**src/hdl/liu_regs_pkg.sv**
```systemverilog
// constants for the six-channel line interface register group
// assumes one processor-port clock and one asynchronous active-high reset
package liu_regs_pkg;

  // ==========================================================
  // channel layout
  localparam int NUM_CH = 6;
  localparam logic [3:0] OFS_IRQ_ENABLE = 4'h1;
  localparam logic [3:0] OFS_IRQ_FLAGS = 4'h2;
  localparam logic [3:0] OFS_ALARM_STATE = 4'h3;
  localparam logic [3:0] OFS_TRANSMIT_SETUP = 4'h4;
  localparam logic [3:0] OFS_RECEIVE_SETUP = 4'h5;
  localparam logic [3:0] OFS_MODE_SETUP = 4'h6;
  localparam logic [3:0] OFS_JITTER_SETUP = 4'h7;
  localparam logic [3:0] OFS_COUNT_HIGH = 4'ha;
  localparam logic [3:0] OFS_COUNT_LOW = 4'hb;

  // ==========================================================
  // field positions of the enable, flag and alarm registers and of the jitter fifo setup
  localparam int BIT_DRIVER_QUIET = 0;
  localparam int BIT_RX_SIGNAL_LOSS = 1;
  localparam int BIT_RX_LOCK_LOSS = 2;
  localparam int BIT_FIFO_LIMIT = 3;
  localparam int BIT_PATTERN_ERROR = 4;
  localparam int BIT_PATTERN_COUNT_FULL = 5;
  localparam int BIT_ANALOG_SIGNAL_LOSS = 4;
  localparam int BIT_DIGITAL_SIGNAL_LOSS = 5;
  localparam int BIT_PATTERN_SYNC_LOSS = 6;
  localparam int BIT_JA_SELECT0 = 0;
  localparam int BIT_JA_SELECT1 = 2;

  // ==========================================================
  // implemented register bits, reset values and error count maximum
  localparam logic [7:0] MASK_IRQ_ENABLE = 8'h3f;
  localparam logic [7:0] MASK_FLAGS = 8'h3f;
  localparam logic [7:0] MASK_ALARM = 8'h7f;
  localparam logic [7:0] MASK_TRANSMIT = 8'h37;
  localparam logic [7:0] MASK_RECEIVE = 8'h3f;
  localparam logic [7:0] MASK_MODE = 8'h7f;
  localparam logic [7:0] MASK_JITTER = 8'h1f;
  localparam logic [7:0] RESET_REG = 8'h00;
  localparam logic [15:0] COUNT_MAX = 16'hffff;

  // ==========================================================
  // port timing: two processor clocks of access wait, ready_o answers on the fourth rising edge after the strobe
  localparam int ACCESS_NS = 20;
  localparam int CLK_PERIOD_NS = 10;
  localparam logic [1:0] ACCESS_CYCLES = 2'(ACCESS_NS / CLK_PERIOD_NS);

endpackage : liu_regs_pkg

```
**src/hdl/channel_event_unit.sv**
```systemverilog
// event flags, alarm copy and error count of one channel
// assumes alarm levels come from detectors on the same clock
`timescale 1ns/1ps
module channel_event_unit (
  input wire logic clk_i,
  input wire logic rst_i,
  input wire logic [6:0] alarm_i,
  input wire logic pattern_error_i,
  input wire logic [7:0] irq_enable_i,
  input wire logic jitter_enabled_i,
  input wire logic flags_read_i,
  output logic [7:0] flags_o,
  output logic [7:0] alarm_o,
  output logic [15:0] count_o,
  output logic irq_o
);

  logic [7:0] set_vec;
  logic [7:0] next_flags;

  // ==========================================================
  // edge and count decode
  wire [7:0] change = {1'b0, alarm_i} ^ alarm_o;
  wire count_at_max = (count_o == liu_regs_pkg::COUNT_MAX);
  wire count_saturates = pattern_error_i && (count_o == liu_regs_pkg::COUNT_MAX - 16'h1);
  wire [15:0] next_count = (pattern_error_i && !count_at_max) ? count_o + 16'h1 : count_o;

  always_comb begin
    set_vec = 8'h00;
    set_vec[liu_regs_pkg::BIT_DRIVER_QUIET] = change[liu_regs_pkg::BIT_DRIVER_QUIET]
      && irq_enable_i[liu_regs_pkg::BIT_DRIVER_QUIET]; // see RL2 see RL8
    set_vec[liu_regs_pkg::BIT_RX_SIGNAL_LOSS] = change[liu_regs_pkg::BIT_RX_SIGNAL_LOSS]
      && irq_enable_i[liu_regs_pkg::BIT_RX_SIGNAL_LOSS]; // see RL3 see RL9
    set_vec[liu_regs_pkg::BIT_RX_LOCK_LOSS] = change[liu_regs_pkg::BIT_RX_LOCK_LOSS]
      && irq_enable_i[liu_regs_pkg::BIT_RX_LOCK_LOSS]; // see RL4 see RL10 see RL11
    set_vec[liu_regs_pkg::BIT_FIFO_LIMIT] = change[liu_regs_pkg::BIT_FIFO_LIMIT]
      && irq_enable_i[liu_regs_pkg::BIT_FIFO_LIMIT] && jitter_enabled_i; // see RL5 see RL12
    set_vec[liu_regs_pkg::BIT_PATTERN_ERROR] = pattern_error_i
      && irq_enable_i[liu_regs_pkg::BIT_PATTERN_ERROR]; // see RL6 see RL13
    set_vec[liu_regs_pkg::BIT_PATTERN_COUNT_FULL] = count_saturates
      && irq_enable_i[liu_regs_pkg::BIT_PATTERN_COUNT_FULL]; // see RL7 see RL14
  end

  // set wins over the read clear
  assign next_flags = ((flags_read_i ? 8'h00 : flags_o) | set_vec)
    & liu_regs_pkg::MASK_FLAGS; // see RL15

  // ==========================================================
  // registers
  always_ff @(posedge clk_i or posedge rst_i) begin
    if (rst_i) begin
      flags_o <= liu_regs_pkg::RESET_REG;
      alarm_o <= liu_regs_pkg::RESET_REG;
      count_o <= 16'h0000;
      irq_o <= 1'b0;
    end else begin
      flags_o <= next_flags;
      alarm_o <= {1'b0, alarm_i};
      count_o <= next_count; // see RL14 see RL15
      irq_o <= |(next_flags & irq_enable_i & liu_regs_pkg::MASK_FLAGS); // see RL16
    end
  end

endmodule : channel_event_unit

```
**src/hdl/host_port_strobe.sv**
```systemverilog
// strobe handling of the parallel processor port
// assumes chip select and strobes are synchronous to clk_i
`timescale 1ns/1ps
module host_port_strobe (
  input wire logic clk_i,
  input wire logic rst_i,
  input wire logic cs_n_i,
  input wire logic rd_n_i,
  input wire logic wr_n_i,
  output logic read_go_o,
  output logic write_go_o,
  output logic read_active_o,
  output logic ready_o
);

  typedef enum logic [1:0] {IDLE, WAIT, DONE} port_state_t;

  port_state_t state;
  port_state_t next_state;
  logic [1:0] wait_count;
  logic [1:0] next_wait_count;

  localparam logic [1:0] ACCESS_CYCLES_M1 = liu_regs_pkg::ACCESS_CYCLES - 2'h1;

  // ==========================================================
  // strobe decode
  wire rd_req = !cs_n_i && !rd_n_i;
  wire wr_req = !cs_n_i && !wr_n_i && rd_n_i;
  wire any_req = rd_req || wr_req;
  wire start = (state == IDLE) && any_req;

  always_comb begin
    next_state = state;
    next_wait_count = wait_count;
    case (state)
      IDLE: begin
        if (any_req) begin
          next_state = WAIT;
          next_wait_count = ACCESS_CYCLES_M1;
        end
      end
      WAIT: begin
        if (!any_req) begin
          next_state = IDLE;
        end else if (wait_count == 2'h0) begin
          next_state = DONE;
        end else begin
          next_wait_count = wait_count - 2'h1;
        end
      end
      DONE: begin
        if (!any_req) begin
          next_state = IDLE;
        end
      end
      default: begin
        next_state = IDLE;
      end
    endcase
  end

  // ==========================================================
  // registers
  always_ff @(posedge clk_i or posedge rst_i) begin
    if (rst_i) begin
      state <= IDLE;
      wait_count <= 2'h0;
      read_go_o <= 1'b0;
      write_go_o <= 1'b0;
      read_active_o <= 1'b0;
      ready_o <= 1'b0;
    end else begin
      state <= next_state;
      wait_count <= next_wait_count;
      read_go_o <= start && rd_req;
      write_go_o <= start && wr_req;
      read_active_o <= rd_req;
      ready_o <= (next_state == DONE);
    end
  end

endmodule : host_port_strobe

```
**src/hdl/liu_channel_regs_irq.sv**
```systemverilog
// per-channel register group of a six-channel line interface
// assumes a synchronous parallel processor port on clk_i
//
// How it works
// RL1 - six channel groups at base 0x10 times channel
// RL2 - driver quiet change flags only when enabled
// RL3 - enable bit 1 gates signal loss interrupt
// RL4 - enable bit 2 gates lock loss interrupt
// RL5 - enable bit 3 gates fifo limit, needs attenuator
// RL6 - enable bit 4 gates pattern bit error
// RL7 - enable bit 5 gates error count saturation
// RL8 - driver quiet flag set on both transitions
// RL9 - signal loss flag set on both transitions
// RL10 - lock loss entry sets flag when enabled
// RL11 - return to lock sets flag again
// RL12 - fifo limit entry and exit set flag
// RL13 - pattern bit error sets status bit 4
// RL14 - sixteen bit error count, saturation sets bit 5
// RL15 - status read clears; counter holds at maximum
// RL16 - channel request while any enabled flag set
`timescale 1ns/1ps
module liu_channel_regs_irq (
  input wire logic clk_i,
  input wire logic rst_i,
  input wire logic cs_n_i,
  input wire logic rd_n_i,
  input wire logic wr_n_i,
  input wire logic [7:0] addr_i,
  input wire logic [7:0] data_i,
  output logic [7:0] data_o,
  output logic data_oe_o,
  output logic ready_o,
  input wire logic [5:0] driver_quiet_alarm_i,
  input wire logic [5:0] rx_signal_loss_alarm_i,
  input wire logic [5:0] rx_lock_loss_alarm_i,
  input wire logic [5:0] fifo_limit_alarm_i,
  input wire logic [5:0] analog_signal_loss_alarm_i,
  input wire logic [5:0] digital_signal_loss_alarm_i,
  input wire logic [5:0] pattern_sync_loss_alarm_i,
  input wire logic [5:0] pattern_error_i,
  output logic [5:0] channel_irq_o,
  output logic [47:0] transmit_setup_o,
  output logic [47:0] receive_setup_o,
  output logic [47:0] channel_mode_setup_o,
  output logic [47:0] jitter_fifo_setup_o
);

  // ==========================================================
  // storage
  logic [7:0] channel_irq_enable [liu_regs_pkg::NUM_CH];
  logic [7:0] transmit_setup [liu_regs_pkg::NUM_CH];
  logic [7:0] receive_setup [liu_regs_pkg::NUM_CH];
  logic [7:0] channel_mode_setup [liu_regs_pkg::NUM_CH];
  logic [7:0] jitter_fifo_setup [liu_regs_pkg::NUM_CH];
  logic [7:0] channel_irq_flags [liu_regs_pkg::NUM_CH];
  logic [7:0] channel_alarm_state [liu_regs_pkg::NUM_CH];
  logic [15:0] pattern_error_count [liu_regs_pkg::NUM_CH];
  logic [5:0] flags_read;
  logic [7:0] read_value;

  logic read_go;
  logic write_go;
  logic read_active;
  logic port_ready;

  // ==========================================================
  // address decode
  function automatic logic channel_valid(input logic [7:0] addr);
    channel_valid = (addr[7] == 1'b0) && (addr[6:4] < 3'(liu_regs_pkg::NUM_CH));
  endfunction : channel_valid

  function automatic logic [7:0] pick(input logic [7:0] value, input logic [7:0] mask);
    pick = value & mask;
  endfunction : pick

  wire [2:0] sel_ch = addr_i[6:4]; // see RL1
  wire [3:0] sel_ofs = addr_i[3:0];
  wire addr_ok = channel_valid(addr_i);

  // one select per written or read-cleared offset, each feeding one write or read-clear strobe
  wire sel_is_enable = addr_ok && (sel_ofs == liu_regs_pkg::OFS_IRQ_ENABLE);
  wire sel_is_flags = addr_ok && (sel_ofs == liu_regs_pkg::OFS_IRQ_FLAGS);
  wire sel_is_transmit = addr_ok && (sel_ofs == liu_regs_pkg::OFS_TRANSMIT_SETUP);
  wire sel_is_receive = addr_ok && (sel_ofs == liu_regs_pkg::OFS_RECEIVE_SETUP);
  wire sel_is_mode = addr_ok && (sel_ofs == liu_regs_pkg::OFS_MODE_SETUP);
  wire sel_is_jitter = addr_ok && (sel_ofs == liu_regs_pkg::OFS_JITTER_SETUP);

  wire wr_enable = write_go && sel_is_enable;
  wire wr_transmit = write_go && sel_is_transmit;
  wire wr_receive = write_go && sel_is_receive;
  wire wr_mode = write_go && sel_is_mode;
  wire wr_jitter = write_go && sel_is_jitter;
  wire rd_flags = read_go && sel_is_flags;

  // ==========================================================
  // processor port strobes
  host_port_strobe port (
    .clk_i(clk_i),
    .rst_i(rst_i),
    .cs_n_i(cs_n_i),
    .rd_n_i(rd_n_i),
    .wr_n_i(wr_n_i),
    .read_go_o(read_go),
    .write_go_o(write_go),
    .read_active_o(read_active),
    .ready_o(port_ready)
  );

  // ==========================================================
  // per-channel event logic
  genvar ch;
  generate
    for (ch = 0; ch < liu_regs_pkg::NUM_CH; ch++) begin : g_ch
      // alarm levels packed in alarm register bit order
      wire [6:0] alarms = {
        pattern_sync_loss_alarm_i[ch],
        digital_signal_loss_alarm_i[ch],
        analog_signal_loss_alarm_i[ch],
        fifo_limit_alarm_i[ch],
        rx_lock_loss_alarm_i[ch],
        rx_signal_loss_alarm_i[ch],
        driver_quiet_alarm_i[ch]
      };
      wire ch_hit = (sel_ch == 3'(ch)); // see RL1
      // attenuator off when both select bits clear
      wire ja_on = jitter_fifo_setup[ch][liu_regs_pkg::BIT_JA_SELECT0]
        || jitter_fifo_setup[ch][liu_regs_pkg::BIT_JA_SELECT1]; // see RL5
      assign flags_read[ch] = rd_flags && ch_hit; // see RL15

      channel_event_unit unit (
        .clk_i(clk_i),
        .rst_i(rst_i),
        .alarm_i(alarms),
        .pattern_error_i(pattern_error_i[ch]),
        .irq_enable_i(channel_irq_enable[ch]),
        .jitter_enabled_i(ja_on),
        .flags_read_i(flags_read[ch]),
        .flags_o(channel_irq_flags[ch]),
        .alarm_o(channel_alarm_state[ch]),
        .count_o(pattern_error_count[ch]),
        .irq_o(channel_irq_o[ch])
      );

      assign transmit_setup_o[ch*8 +: 8] = transmit_setup[ch];
      assign receive_setup_o[ch*8 +: 8] = receive_setup[ch];
      assign channel_mode_setup_o[ch*8 +: 8] = channel_mode_setup[ch];
      assign jitter_fifo_setup_o[ch*8 +: 8] = jitter_fifo_setup[ch];
    end
  endgenerate

  // ==========================================================
  // read-back selection, unmapped reads return zero
  wire [7:0] rb_enable = pick(channel_irq_enable[sel_ch], liu_regs_pkg::MASK_IRQ_ENABLE);
  wire [7:0] rb_flags = pick(channel_irq_flags[sel_ch], liu_regs_pkg::MASK_FLAGS);
  wire [7:0] rb_alarm = pick(channel_alarm_state[sel_ch], liu_regs_pkg::MASK_ALARM);
  wire [7:0] rb_transmit = pick(transmit_setup[sel_ch], liu_regs_pkg::MASK_TRANSMIT);
  wire [7:0] rb_receive = pick(receive_setup[sel_ch], liu_regs_pkg::MASK_RECEIVE);
  wire [7:0] rb_mode = pick(channel_mode_setup[sel_ch], liu_regs_pkg::MASK_MODE);
  wire [7:0] rb_jitter = pick(jitter_fifo_setup[sel_ch], liu_regs_pkg::MASK_JITTER);
  wire [7:0] rb_count_high = pattern_error_count[sel_ch][15:8]; // see RL14
  wire [7:0] rb_count_low = pattern_error_count[sel_ch][7:0]; // see RL14

  always_comb begin
    read_value = 8'h00;
    if (addr_ok) begin
      case (sel_ofs)
        liu_regs_pkg::OFS_IRQ_ENABLE: begin
          read_value = rb_enable;
        end
        liu_regs_pkg::OFS_IRQ_FLAGS: begin
          read_value = rb_flags;
        end
        liu_regs_pkg::OFS_ALARM_STATE: begin
          read_value = rb_alarm;
        end
        liu_regs_pkg::OFS_TRANSMIT_SETUP: begin
          read_value = rb_transmit;
        end
        liu_regs_pkg::OFS_RECEIVE_SETUP: begin
          read_value = rb_receive;
        end
        liu_regs_pkg::OFS_MODE_SETUP: begin
          read_value = rb_mode;
        end
        liu_regs_pkg::OFS_JITTER_SETUP: begin
          read_value = rb_jitter;
        end
        liu_regs_pkg::OFS_COUNT_HIGH: begin
          read_value = rb_count_high; // see RL14
        end
        liu_regs_pkg::OFS_COUNT_LOW: begin
          read_value = rb_count_low; // see RL14
        end
        default: begin
          read_value = 8'h00;
        end
      endcase
    end
  end

  // ==========================================================
  // writable registers
  // interrupt enables
  always_ff @(posedge clk_i or posedge rst_i) begin
    if (rst_i) begin
      for (int i = 0; i < liu_regs_pkg::NUM_CH; i++) begin
        channel_irq_enable[i] <= liu_regs_pkg::RESET_REG;
      end
    end else if (wr_enable) begin
      channel_irq_enable[sel_ch] <= pick(data_i, liu_regs_pkg::MASK_IRQ_ENABLE);
    end
  end

  // transmit setup
  always_ff @(posedge clk_i or posedge rst_i) begin
    if (rst_i) begin
      for (int i = 0; i < liu_regs_pkg::NUM_CH; i++) begin
        transmit_setup[i] <= liu_regs_pkg::RESET_REG;
      end
    end else if (wr_transmit) begin
      transmit_setup[sel_ch] <= pick(data_i, liu_regs_pkg::MASK_TRANSMIT);
    end
  end

  // receive setup
  always_ff @(posedge clk_i or posedge rst_i) begin
    if (rst_i) begin
      for (int i = 0; i < liu_regs_pkg::NUM_CH; i++) begin
        receive_setup[i] <= liu_regs_pkg::RESET_REG;
      end
    end else if (wr_receive) begin
      receive_setup[sel_ch] <= pick(data_i, liu_regs_pkg::MASK_RECEIVE);
    end
  end

  // channel mode setup
  always_ff @(posedge clk_i or posedge rst_i) begin
    if (rst_i) begin
      for (int i = 0; i < liu_regs_pkg::NUM_CH; i++) begin
        channel_mode_setup[i] <= liu_regs_pkg::RESET_REG;
      end
    end else if (wr_mode) begin
      channel_mode_setup[sel_ch] <= pick(data_i, liu_regs_pkg::MASK_MODE);
    end
  end

  // jitter fifo setup, also gates the fifo limit flag
  always_ff @(posedge clk_i or posedge rst_i) begin
    if (rst_i) begin
      for (int i = 0; i < liu_regs_pkg::NUM_CH; i++) begin
        jitter_fifo_setup[i] <= liu_regs_pkg::RESET_REG;
      end
    end else if (wr_jitter) begin
      jitter_fifo_setup[sel_ch] <= pick(data_i, liu_regs_pkg::MASK_JITTER);
    end
  end

  // ==========================================================
  // data bus and ready
  // read data, held until the next read
  always_ff @(posedge clk_i or posedge rst_i) begin
    if (rst_i) begin
      data_o <= 8'h00;
    end else if (read_go) begin
      data_o <= read_value; // see RL15
    end
  end

  // bus drive only while the read strobe stands
  always_ff @(posedge clk_i or posedge rst_i) begin
    if (rst_i) begin
      data_oe_o <= 1'b0;
    end else begin
      data_oe_o <= read_active && !cs_n_i && !rd_n_i;
    end
  end

  // answer one clock behind the strobe unit
  always_ff @(posedge clk_i or posedge rst_i) begin
    if (rst_i) begin
      ready_o <= 1'b0;
    end else begin
      ready_o <= port_ready;
    end
  end

endmodule : liu_channel_regs_irq

```
**config.mk**
```make
export PLATFORM = sky130hd
export DESIGN_NAME = liu_channel_regs_irq
export DESIGN_NICKNAME = d
export VERILOG_FILES = /design/src/hdl/liu_regs_pkg.sv /design/src/hdl/channel_event_unit.sv /design/src/hdl/host_port_strobe.sv /design/src/hdl/liu_channel_regs_irq.sv
export SDC_FILE = /design/constraint.sdc
export NUM_CORES = 1
export LEC_CHECK = 0
export ABC_AREA = 1
export BUFFER_PORTS_ARGS = -buffer_cell sky130_fd_sc_hd__buf_2
export CAP_MARGIN = 20
export CORE_MARGIN = 1.5
export CORE_UTILIZATION = 40
export CTS_BUF_LIST = sky130_fd_sc_hd__clkbuf_2
export CTS_CLUSTER_DIAMETER = 50
export DETAILED_ROUTE_END_ITERATION = 6
export PLACE_DENSITY = 0.63
export SLEW_MARGIN = 15
export SYNTH_ARGS = -nofsm -noshare
export SYNTH_HDL_FRONTEND = slang
export SYNTH_SLANG_ARGS = --single-unit
```
**constraint.sdc**
```tcl
create_clock -name clk_i -period 24.5 [get_ports clk_i]
set_input_delay 3.675 -clock clk_i [delete_from_list [all_inputs] [get_ports clk_i]]
set_output_delay 3.675 -clock clk_i [all_outputs]
set_load 0.05 [all_outputs]
```
; ---- Yosys cells after proc, flatten, opt, wreduce, memory -nomap -nowiden
; Index checks and enable logic that the tools add are counted.
[op_classes]
n_eq_ne = 32
n_lt_le_gt_ge = 3
n_addsub = 7
n_mux = 48
n_bitwise = 20
n_reduce_logical = 109
[ops]
columns = operator, count
row1 = bitwise mux 48 bit, 5
row2 = == test 16 bit (second input constant), 12
row3 = binary-select mux 8 bit (select 3 bit), 7
row4 = adder 16 x 1 -> 16 bit (second input constant), 6
row5 = 2-to-1 mux 6 bit, 14
row6 = logical AND 1 bit, 82
row7 = case mux 8 bit (9 select lines), 1
row8 = binary-select mux 16 bit (select 3 bit), 1
row9 = AND 6 bit, 6
row10 = bitwise OR 6 bit, 6
row11 = OR reduction 6 bit, 6
row12 = 2-to-1 mux 16 bit, 2
row13 = 2-to-1 mux 7 bit, 4
row14 = demux 8 bit (select 3 bit), 1
row15 = bitwise XOR 4 bit, 6
row16 = == test 4 x 3 -> 1 bit (second input constant), 4
row17 = 2-to-1 mux 8 bit, 2
row18 = 2-to-1 mux 2 bit, 7
row19 = 2-to-1 mux 5 bit, 2
row20 = zero test 1 bit, 9
row21 = == test 4 x 2 -> 1 bit (second input constant), 2
row22 = == test 4 bit (second input constant), 2
row23 = logical OR 1 bit, 7
row24 = == test 3 x 2 -> 1 bit (second input constant), 2
row25 = other kinds (19), 23
[word_totals]
word_cells = 282
input_bits = 69
reg_bits = 438
out_inout_bits = 208

; ---- Longest topological paths before layout
; Gate-level depths: netlist (run 1).
[depth]
ltp_word = 9
mapped_depth = 15
mapped_depth_nobuf = 13

; ---- Cells and area by module
; A second synthesis (run 1) with hierarchy kept.
[hier_totals]
cells_unflattened = 2847
hier_area_um2 = 20524.7
[modules_own_cells]
columns = module, seq_area_each_um2, cells_each, instances, area_per_inst_um2
row1 = liu_channel_regs_irq, 4604.4, 1641, 1, 10847.9
row2 = channel_event_unit, 750.7, 195, 6, 1555.2
row3 = host_port_strobe, 200.2, 36, 1, 345.3

; ---- Worst setup path before layout (run 1)
; Ideal clock, no wire load.
[synth_path]
kind = in2reg
startpoint = input addr_i[5]
endpoint = register receive_setup (netlist bit receive_setup_o[43])
slack_ps = 19491
required_ps = 24367
path_stages = 10
t_arrival_ps = 4876
cell_sequence = buf_2 -> inv_2 -> nand2_2 -> nor2_1 -> buf_2 -> buf_4 -> nand2_1 -> clkbuf_1 -> nand2_1 -> o21ai_0
[synth_between]
elab_chain_len = 6
[synth_rtl]
columns = element, line
row1 = "start, declared", liu_channel_regs_irq.sv:28  ; input wire logic [7:0] addr_i,
row2 = inverter 3 -> 4 bit (implied by the code), liu_channel_regs_irq.sv:232  ; receive_setup[sel_ch] <= pick(data_i, liu_regs_pkg::MASK_RECEIVE);
row3 = greater-or-equal comparator 4 bit (implied by the code) / less-than comparator 4 x 1 -> 1 bit (equally long branches), liu_channel_regs_irq.sv:232
row4 = logical AND 1 bit (implied by the code), liu_channel_regs_irq.sv:232
row5 = 2-to-1 mux 8 bit (implied by the code), liu_channel_regs_irq.sv:232
row6 = demux 8 bit (select 3 bit), liu_channel_regs_irq.sv:232
row7 = bitwise mux 48 bit, liu_channel_regs_irq.sv:232
row8 = "end signal, assigned by index", liu_channel_regs_irq.sv:229  ; receive_setup[i] <= liu_regs_pkg::RESET_REG;
row9 = "end signal, assigned by index", liu_channel_regs_irq.sv:232
row10 = "end, declared", liu_channel_regs_irq.sv:52  ; logic [7:0] receive_setup [liu_regs_pkg::NUM_CH];
; Parallel ways exist; a longest one is shown, timed or not.
; A chain may end at the register's enable or synchronous reset.

; ---- Final worst setup path (run 1)
[layout_path]
startpoint = input addr_i[4]
endpoint = register g_ch[0].unit.irq_o
[layout_between]
elab_chain_len = 9
[layout_rtl]
columns = element, line
row1 = less-than comparator 3 bit, liu_channel_regs_irq.sv:69  ; channel_valid = (addr[7] == 1'b0) && (addr[6:4] < 3'(liu_regs_pkg::NUM_CH));
row2 = logical AND 1 bit, liu_channel_regs_irq.sv:69
row3 = logical AND 1 bit, liu_channel_regs_irq.sv:82  ; wire sel_is_flags = addr_ok && (sel_ofs == liu_regs_pkg::OFS_IRQ_FLAGS);
row4 = logical AND 1 bit, liu_channel_regs_irq.sv:93  ; wire rd_flags = read_go && sel_is_flags;
row5 = logical AND 1 bit *, liu_channel_regs_irq.sv:128  ; assign flags_read[ch] = rd_flags && ch_hit;
row6 = 2-to-1 mux 6 bit *, channel_event_unit.sv:45  ; assign next_flags = ((flags_read_i ? 8'h00 : flags_o) | set_vec)
row7 = bitwise OR 6 bit *, channel_event_unit.sv:45
row8 = via g_ch[0].unit.next_flags[2], channel_event_unit.sv:19  ; logic [7:0] next_flags;
row9 = AND 6 bit *, channel_event_unit.sv:60  ; irq_o <= |(next_flags & irq_enable_i & liu_regs_pkg::MASK_FLAGS);
row10 = OR reduction 6 bit *, channel_event_unit.sv:60
row11 = "end signal, assigned", channel_event_unit.sv:60
row12 = "end, declared", channel_event_unit.sv:15  ; output logic irq_o
; Mark *: on every way through the listed nets, which the timed path passes. The rest lies on a longest branch.

==> qor.csv, run 1 <==
metric;value;unit
status;finished clean;
Post-synth EDFFs;0;
critical-path cell list;buf_4 > inv_2 > buf_4 > nand2_1 > nor2_1 > inv_1 > nor2_1 > inv_2 > nand2_1 > nand2_1 > nand2_1 > nand2_1 > nor2_1 > nand2_1;
root buf cell;clkbuf_2;
Main synth FF type;dfrtp_1;
Tot Pwr;1390;µW
Final Instance Area;21500;µm²
Crit path required time;25.37;ns
routed vias;17800;
DRT Wirelength;62600;µm
clock sinks;372;
CP dominant cell by count;nand2_1;
gr ovfl total;0;
Die W;223;µm
Final nets;2902;
I/O pin cnt;277;
Place WS;17.40;ns
clock power share;30.4;%
Worst Path Arrival;6.95;ns
Die Ht;223;µm
Seq/Total Area, Yosys;48.1;%
max-slew violations;0;
Post-CTS Resized;0;
P_leak;0.0114;µW
hold buffers post-CTS;0;
Netlist Area Pre-Place;19300;µm²
RSZ-0062 raised after global routing;false;
largest net degree at the start of global routing;174;
CP endpoint kind;flop;
Synth area leaders;dfrtp_1 (48%), nand2_1 (21%), o21ai_0 (6.3%);
Yosys reg bits;372;
CTS H-Tree Depth;3;
CTS tree;done;
Fin Hold WS;0.353;ns
Sw Ratio;36.4;%
top cell type's share of synthesized area;48.1;%
routability cong.;0.932;
Worst-Skew Late Latency;1.15;ns
FMAX;0.165;GHz
Critical Path Max Stage Delay;0.73;ns
Longest Clk Path Bufs;3;
FFs w/ async S/R, synth;100;%
layout cells sized above 1;14.5;%
critical path type;in2reg;
final hold violation count;0;
first-pass GRT wire length;96600;µm
Crit Path Max Fanout;74;
Final WS setup;18.42;ns
Initial Util;40.5;%
Reg clk slew, reported paths;0.10;ns
Max-Cap Viols;0;
Setup Viol. Count Final;0;
antenna viol nets, final;0;
1st-iter DRT viols;1284;
CTS Buf Count;100;
most common cell after layout, fill and taps aside;nand2_1;
buffers added on ports;221;
CP startpoint kind;input pin;
core area;47700;µm²
crit path time final;6.08;ns
commonest cells after routing, fill and taps aside;nand2_1 (1092), dfrtp_1 (372), o21ai_0 (243), buf_2 (220), nor2_1 (165);
Worst Tran Pin Value;1.09;ns
Mapped Cells;2591;
Syn Area/Cell;7.47;µm²
hpwl dp;44300;µm
Post-Place Cell Area;20700;µm²
PD cells;64.7;nW/µm²
switching power;507;µW
row count;80;
Distinct cells, synth;37;
synthesis-to-finish area growth;11.3;%
Die Area;49700;µm²
drt first pass iters;5;
worst hold path type;reg2reg;
Via density;5.07;
YS warnings;0;
biggest area consumer among synthesized cells;dfrtp_1;
Int Pwr;886;µW
WL/cell;17.8;µm
Final Cycle Share;24.8;%
Final TNS setup;0;ns
share of power burned in registers;52.1;%
number of antenna violations at the first check in global routing;11;
vias in the first global route;17400;
combinational power share;17.5;%
critical path's slowest cell;buf_4;
VDD IR-drop max;0.0000337;V
normalized max-slew margin;27.6;%
DRC violations left;0;
postcts setup bufs;0;
clock skew;0.135;ns
GRT Total Usage;25.3;%
per-stage QoR:
step,instances,utilization [%]
floorplan,2644,-
global placement,3331,43.3
detailed placement,3332,43.3
CTS,3503,45.0
global route,3506,45.1
finish,3506,45.1
synth_stat cells (26+ instances only):
cell,number
nand2_1,1092
dfrtp_1,372
o21ai_0,243
nor2_1,166
inv_1,160
nand3_1,89
xor2_1,69
a21oi_1,66
buf_4,63
clkbuf_1,54
buf_2,33
nor3_1,28
xnor2_1,27
nand4_1,26
worst max-delay path, delay by kind of cell:
family | cells | cell delay [ns]
buffers and inverters | 5 | 1.53
AND/OR/NAND/NOR | 9 | 1.67
routing by layer:
metal,vias up,GRT usage [%],routed length [µm]
met4,18,13.6,2870
li1,8579,-,-
met2,672,41.6,29400
met1,8345,30.7,25300
met3,158,6.22,4870
met5,-,0,109
registers in the layout, indices dropped and copies added (netlist names):
register              flops
channel_irq_enable       36
channel_mode_setup_o     42
data_o                    8
data_oe_o                 1
g_ch.unit.alarm_o        42
g_ch.unit.count_o        96
g_ch.unit.flags_o        36
g_ch.unit.irq_o           6
jitter_fifo_setup_o      30
port.read_active_o        1
port.read_go_o            1
port.ready_o              1
port.state                2
port.wait_count           2
port.write_go_o           1
ready_o                   1
receive_setup_o          36
transmit_setup_o         30
power groups by stage:
| stage | clock network [µW] | registers [µW] | logic [µW] |
|---|---|---|---|
| 4_1_cts | 436 | 724 | 245 |
| 6_report | 424 | 725 | 244 |
| 3_5_place_dp | 0 | 736 | 243 |
| 5_1_grt | 467 | 734 | 272 |
| 3_3_place_gp | 0 | 733 | 238 |
| 2_1_floorplan | 0 | 732 | 178 |
cell type report:
type                            instances  area [µm²]
Sequential cell                       372        9310
Timing Repair Buffer                  236        1260
Fill cell                            4935       26200
Clock buffer                          142         711
Clock inverter                         29         115
Antenna cell                            2        5.00
Multi-Input combinational cell       1941        8730
Tap cell                              615         769
Inverter                              169         642
kinds of logic (layout without fill, tap and decap cells):
group,Yosys count,in the layout,share of synthesized area (%)
AO/OA/AOI/OAI,337,337,8.97
XOR/XNOR,96,96,4.35
adder cells (fa/ha/maj),13,13,0.841
buffers and inverters,331,576,7.86
flip-flops,372,372,48.1
other,1,56,0.0194
AND/OR/NAND/NOR,1441,1441,29.9
final timing paths:
kind / slack [ns] / endpoint / depth (start not counted) / startpoint
max: 18.42 / g_ch[0].unit.irq_o / 14 / addr_i[4]
min reg2reg: 0.35 / ready_o / 0 / port.ready_o
min in group asynchronous: 2.70 / receive_setup_o[21] / 2 / rst_i
max in group asynchronous: 20.08 / g_ch[4].unit.flags_o[5] / 3 / rst_i
min: 0.35 / ready_o / 0 / port.ready_o
max reg2reg: 22.26 / g_ch[0].unit.count_o[3] / 7 / g_ch[0].unit.count_o[1]
Note: power is estimated with default switching activity, not from simulation.
==> run 2, diff against run 1 <==
--- a/config.mk
+++ b/config.mk
@@ -13,7 +13,7 @@
 export CTS_BUF_LIST = sky130_fd_sc_hd__clkbuf_2
 export CTS_CLUSTER_DIAMETER = 50
 export DETAILED_ROUTE_END_ITERATION = 6
-export PLACE_DENSITY = 0.63
+export PLACE_DENSITY = 0.65
 export SLEW_MARGIN = 15
 export SYNTH_ARGS = -nofsm -noshare
 export SYNTH_HDL_FRONTEND = slang
==> constraint.sdc (replaced) <==
create_clock -name clk_i -period 4.9 [get_ports clk_i]
set_input_delay 0.735 -clock clk_i [delete_from_list [all_inputs] [get_ports clk_i]]
set_output_delay 0.735 -clock clk_i [all_outputs]
set_load 0.05 [all_outputs]
==> run 2 against run 1 <==
  * Cell area is 3.1% higher
  * Sequential power grew to 5.0 times the previous value
  * Critical endpoint is now channel_mode_setup_o[10]
  * Highest routed layer unchanged
  * Worst setup slack worse by 16 ns
  * Count of clock-buffer cells in the layout is 4 lower
  * Register-to-register slack worse by 20 ns
  * Global-route usage is 0.35 points higher
==> qor.csv, run 2 (synthesized netlist as in run 1, its figures left out) <==
metric;value;unit
crit path time final;2.62;ns
synthesis-to-finish area growth;14.8;%
antenna viol nets, final;0;
layout cells sized above 1;14.5;%
DR WL met3;5490;µm
CTS tree;done;
Multi-input gate area;8720;µm²
routability cong.;0.964;
Critical Path Max Stage Delay;0.48;ns
routed vias;18300;
Top Layer Used;met5;
P_leak;0.0117;µW
most common cell after layout, fill and taps aside;nand2_1;
Longest Clk Path Bufs;3;
Die Area;49700;µm²
Worst Tran Pin Value;1.10;ns
critical-path cell list;buf_2;
Largest Register;g_ch.unit.count_o;
Met2 Routed Length;29400;µm
Via density;5.13;
commonest cells after routing, fill and taps aside;nand2_1 (1092), dfrtp_1 (372), o21ai_0 (243), buf_2 (220), nor2_1 (165);
Worst-Skew Late Latency;1.11;ns
CP endpoint kind;primary output;
critical path's slowest cell;dfrtp_1;
Tot Pwr;7070;µW
CP startpoint kind;flop;
critical path type;reg2out;
GRT Total Usage;25.7;%
PD cells;318;nW/µm²
Reg clk slew, reported paths;0.11;ns
normalized max-slew margin;26.7;%
core area;47700;µm²
final hold violation count;0;
DRT Wirelength;63600;µm
Largest register FFs;96;
Crit Path Max Fanout;3;
max-slew violations;0;
FMAX;0.382;GHz
WL met1;25500;µm
Setup Viol. Count Final;0;
1st-iter DRT viols;1523;
drt first pass iters;5;
status;finished clean;
buffers added on ports;221;
worst hold path type;in2reg;
Worst Path Arrival;1.89;ns
Reg area;9310;µm²
I/O pin cnt;277;
first-pass GRT wire length;98800;µm
CTS Buf Count;99;
VDD IR-drop max;0.000281;V
Final Cycle Share;53.5;%
Final TNS setup;0;ns
largest net degree at the start of global routing;150;
Die W;223;µm
CTS H-Tree Depth;3;
clock skew;0.0803;ns
Max-Cap Viols;0;
DRC violations left;0;
Initial Util;40.5;%
clock sinks;372;
RSZ-0062 raised after global routing;false;
row count;80;
Final nets;2966;
gr ovfl total;0;
Crit path required time;4.16;ns
root buf cell;clkbuf_2;
Bufs and invs on worst path;1;
number of antenna violations at the first check in global routing;7;
vias in the first global route;17900;
fill count;4818;
Die Ht;223;µm
CP delay by family, top;flip-flops;
hpwl dp;45100;µm
WL/cell;17.8;µm
-- run 2: cell count changes in the layout (fill, tap and decap cells not counted), moves of 2 or more --
cell and change:
dlygate4sd3_1 +56, buf_12 +2, clkinv_2 +4, clkinv_1 -4, clkbuf_2 -4, inv_2 -2
inv_6 +3, clkinvlp_4 +2, buf_4 +8
-- run 2: per-stage QoR --
stage | cells | setup WS, ns | hold WS, ns | instance area, µm² | utilization (%)
after floorplan | 2644 | -0.829 | 0.331 | 19600 | -
after global placement | 3340 | 1.63 | 0.338 | 20800 | 43.5
after detailed placement | 3341 | 1.65 | 0.342 | 20800 | 43.5
after CTS | 3566 | 2.17 | 0.0150 | 22200 | 46.5
after global routing | 3569 | 2.15 | 0.0872 | 22200 | 46.5
final | 3570 | 2.28 | 0.153 | 22200 | 46.5
-- run 2: what timing repair did --
item	4_1_cts	5_1_grt
endpoints found under the hold margin	356	0
buffers inserted	0	0
hold buffers	56	0
resized for setup	0	0
-- run 2: where the power goes --
part	leakage, µW	internal (µW)	switching [µW]
combinational	0.00609	368	897
sequential	0.00493	3320	298
clock	0.000656	821	1360
-- run 2: layer usage --
metal,vias to the layer above,global-route usage (%)
met5,-,0
li1,8714,-
met3,175,6.43
met2,790,40.5
met1,8640,32.5
met4,8,13.8
-- run 2: path summary, 6_finish.rpt --
path / from / depth (start not counted) / slack [ns] / endpoint
worst max register to register: g_ch[2].unit.count_o[1] / 9 / 2.53 / g_ch[2].unit.count_o[3]
worst max-delay path: channel_mode_setup_o[10] / 1 / 2.28 / channel_mode_setup_o[10]
max in group asynchronous: rst_i / 5 / 3.38 / g_ch[4].unit.count_o[3]
worst min register to register: port.ready_o / 0 / 0.36 / ready_o
worst min-delay path: data_i[0] / 3 / 0.15 / jitter_fifo_setup_o[40]
min in group asynchronous: rst_i / 4 / 0.34 / transmit_setup_o[29]
-- run 2: final cells by class --
cell class                      instances  share of cell area (%)
Clock inverter                         31                   0.755
Inverter                              169                    2.87
Antenna cell                            3                  0.0338
Tap cell                              615                    3.46
Sequential cell                       372                    41.9
Multi-Input combinational cell       1941                    39.3
Timing Repair Buffer                  301                    8.58
Clock buffer                          138                    3.11
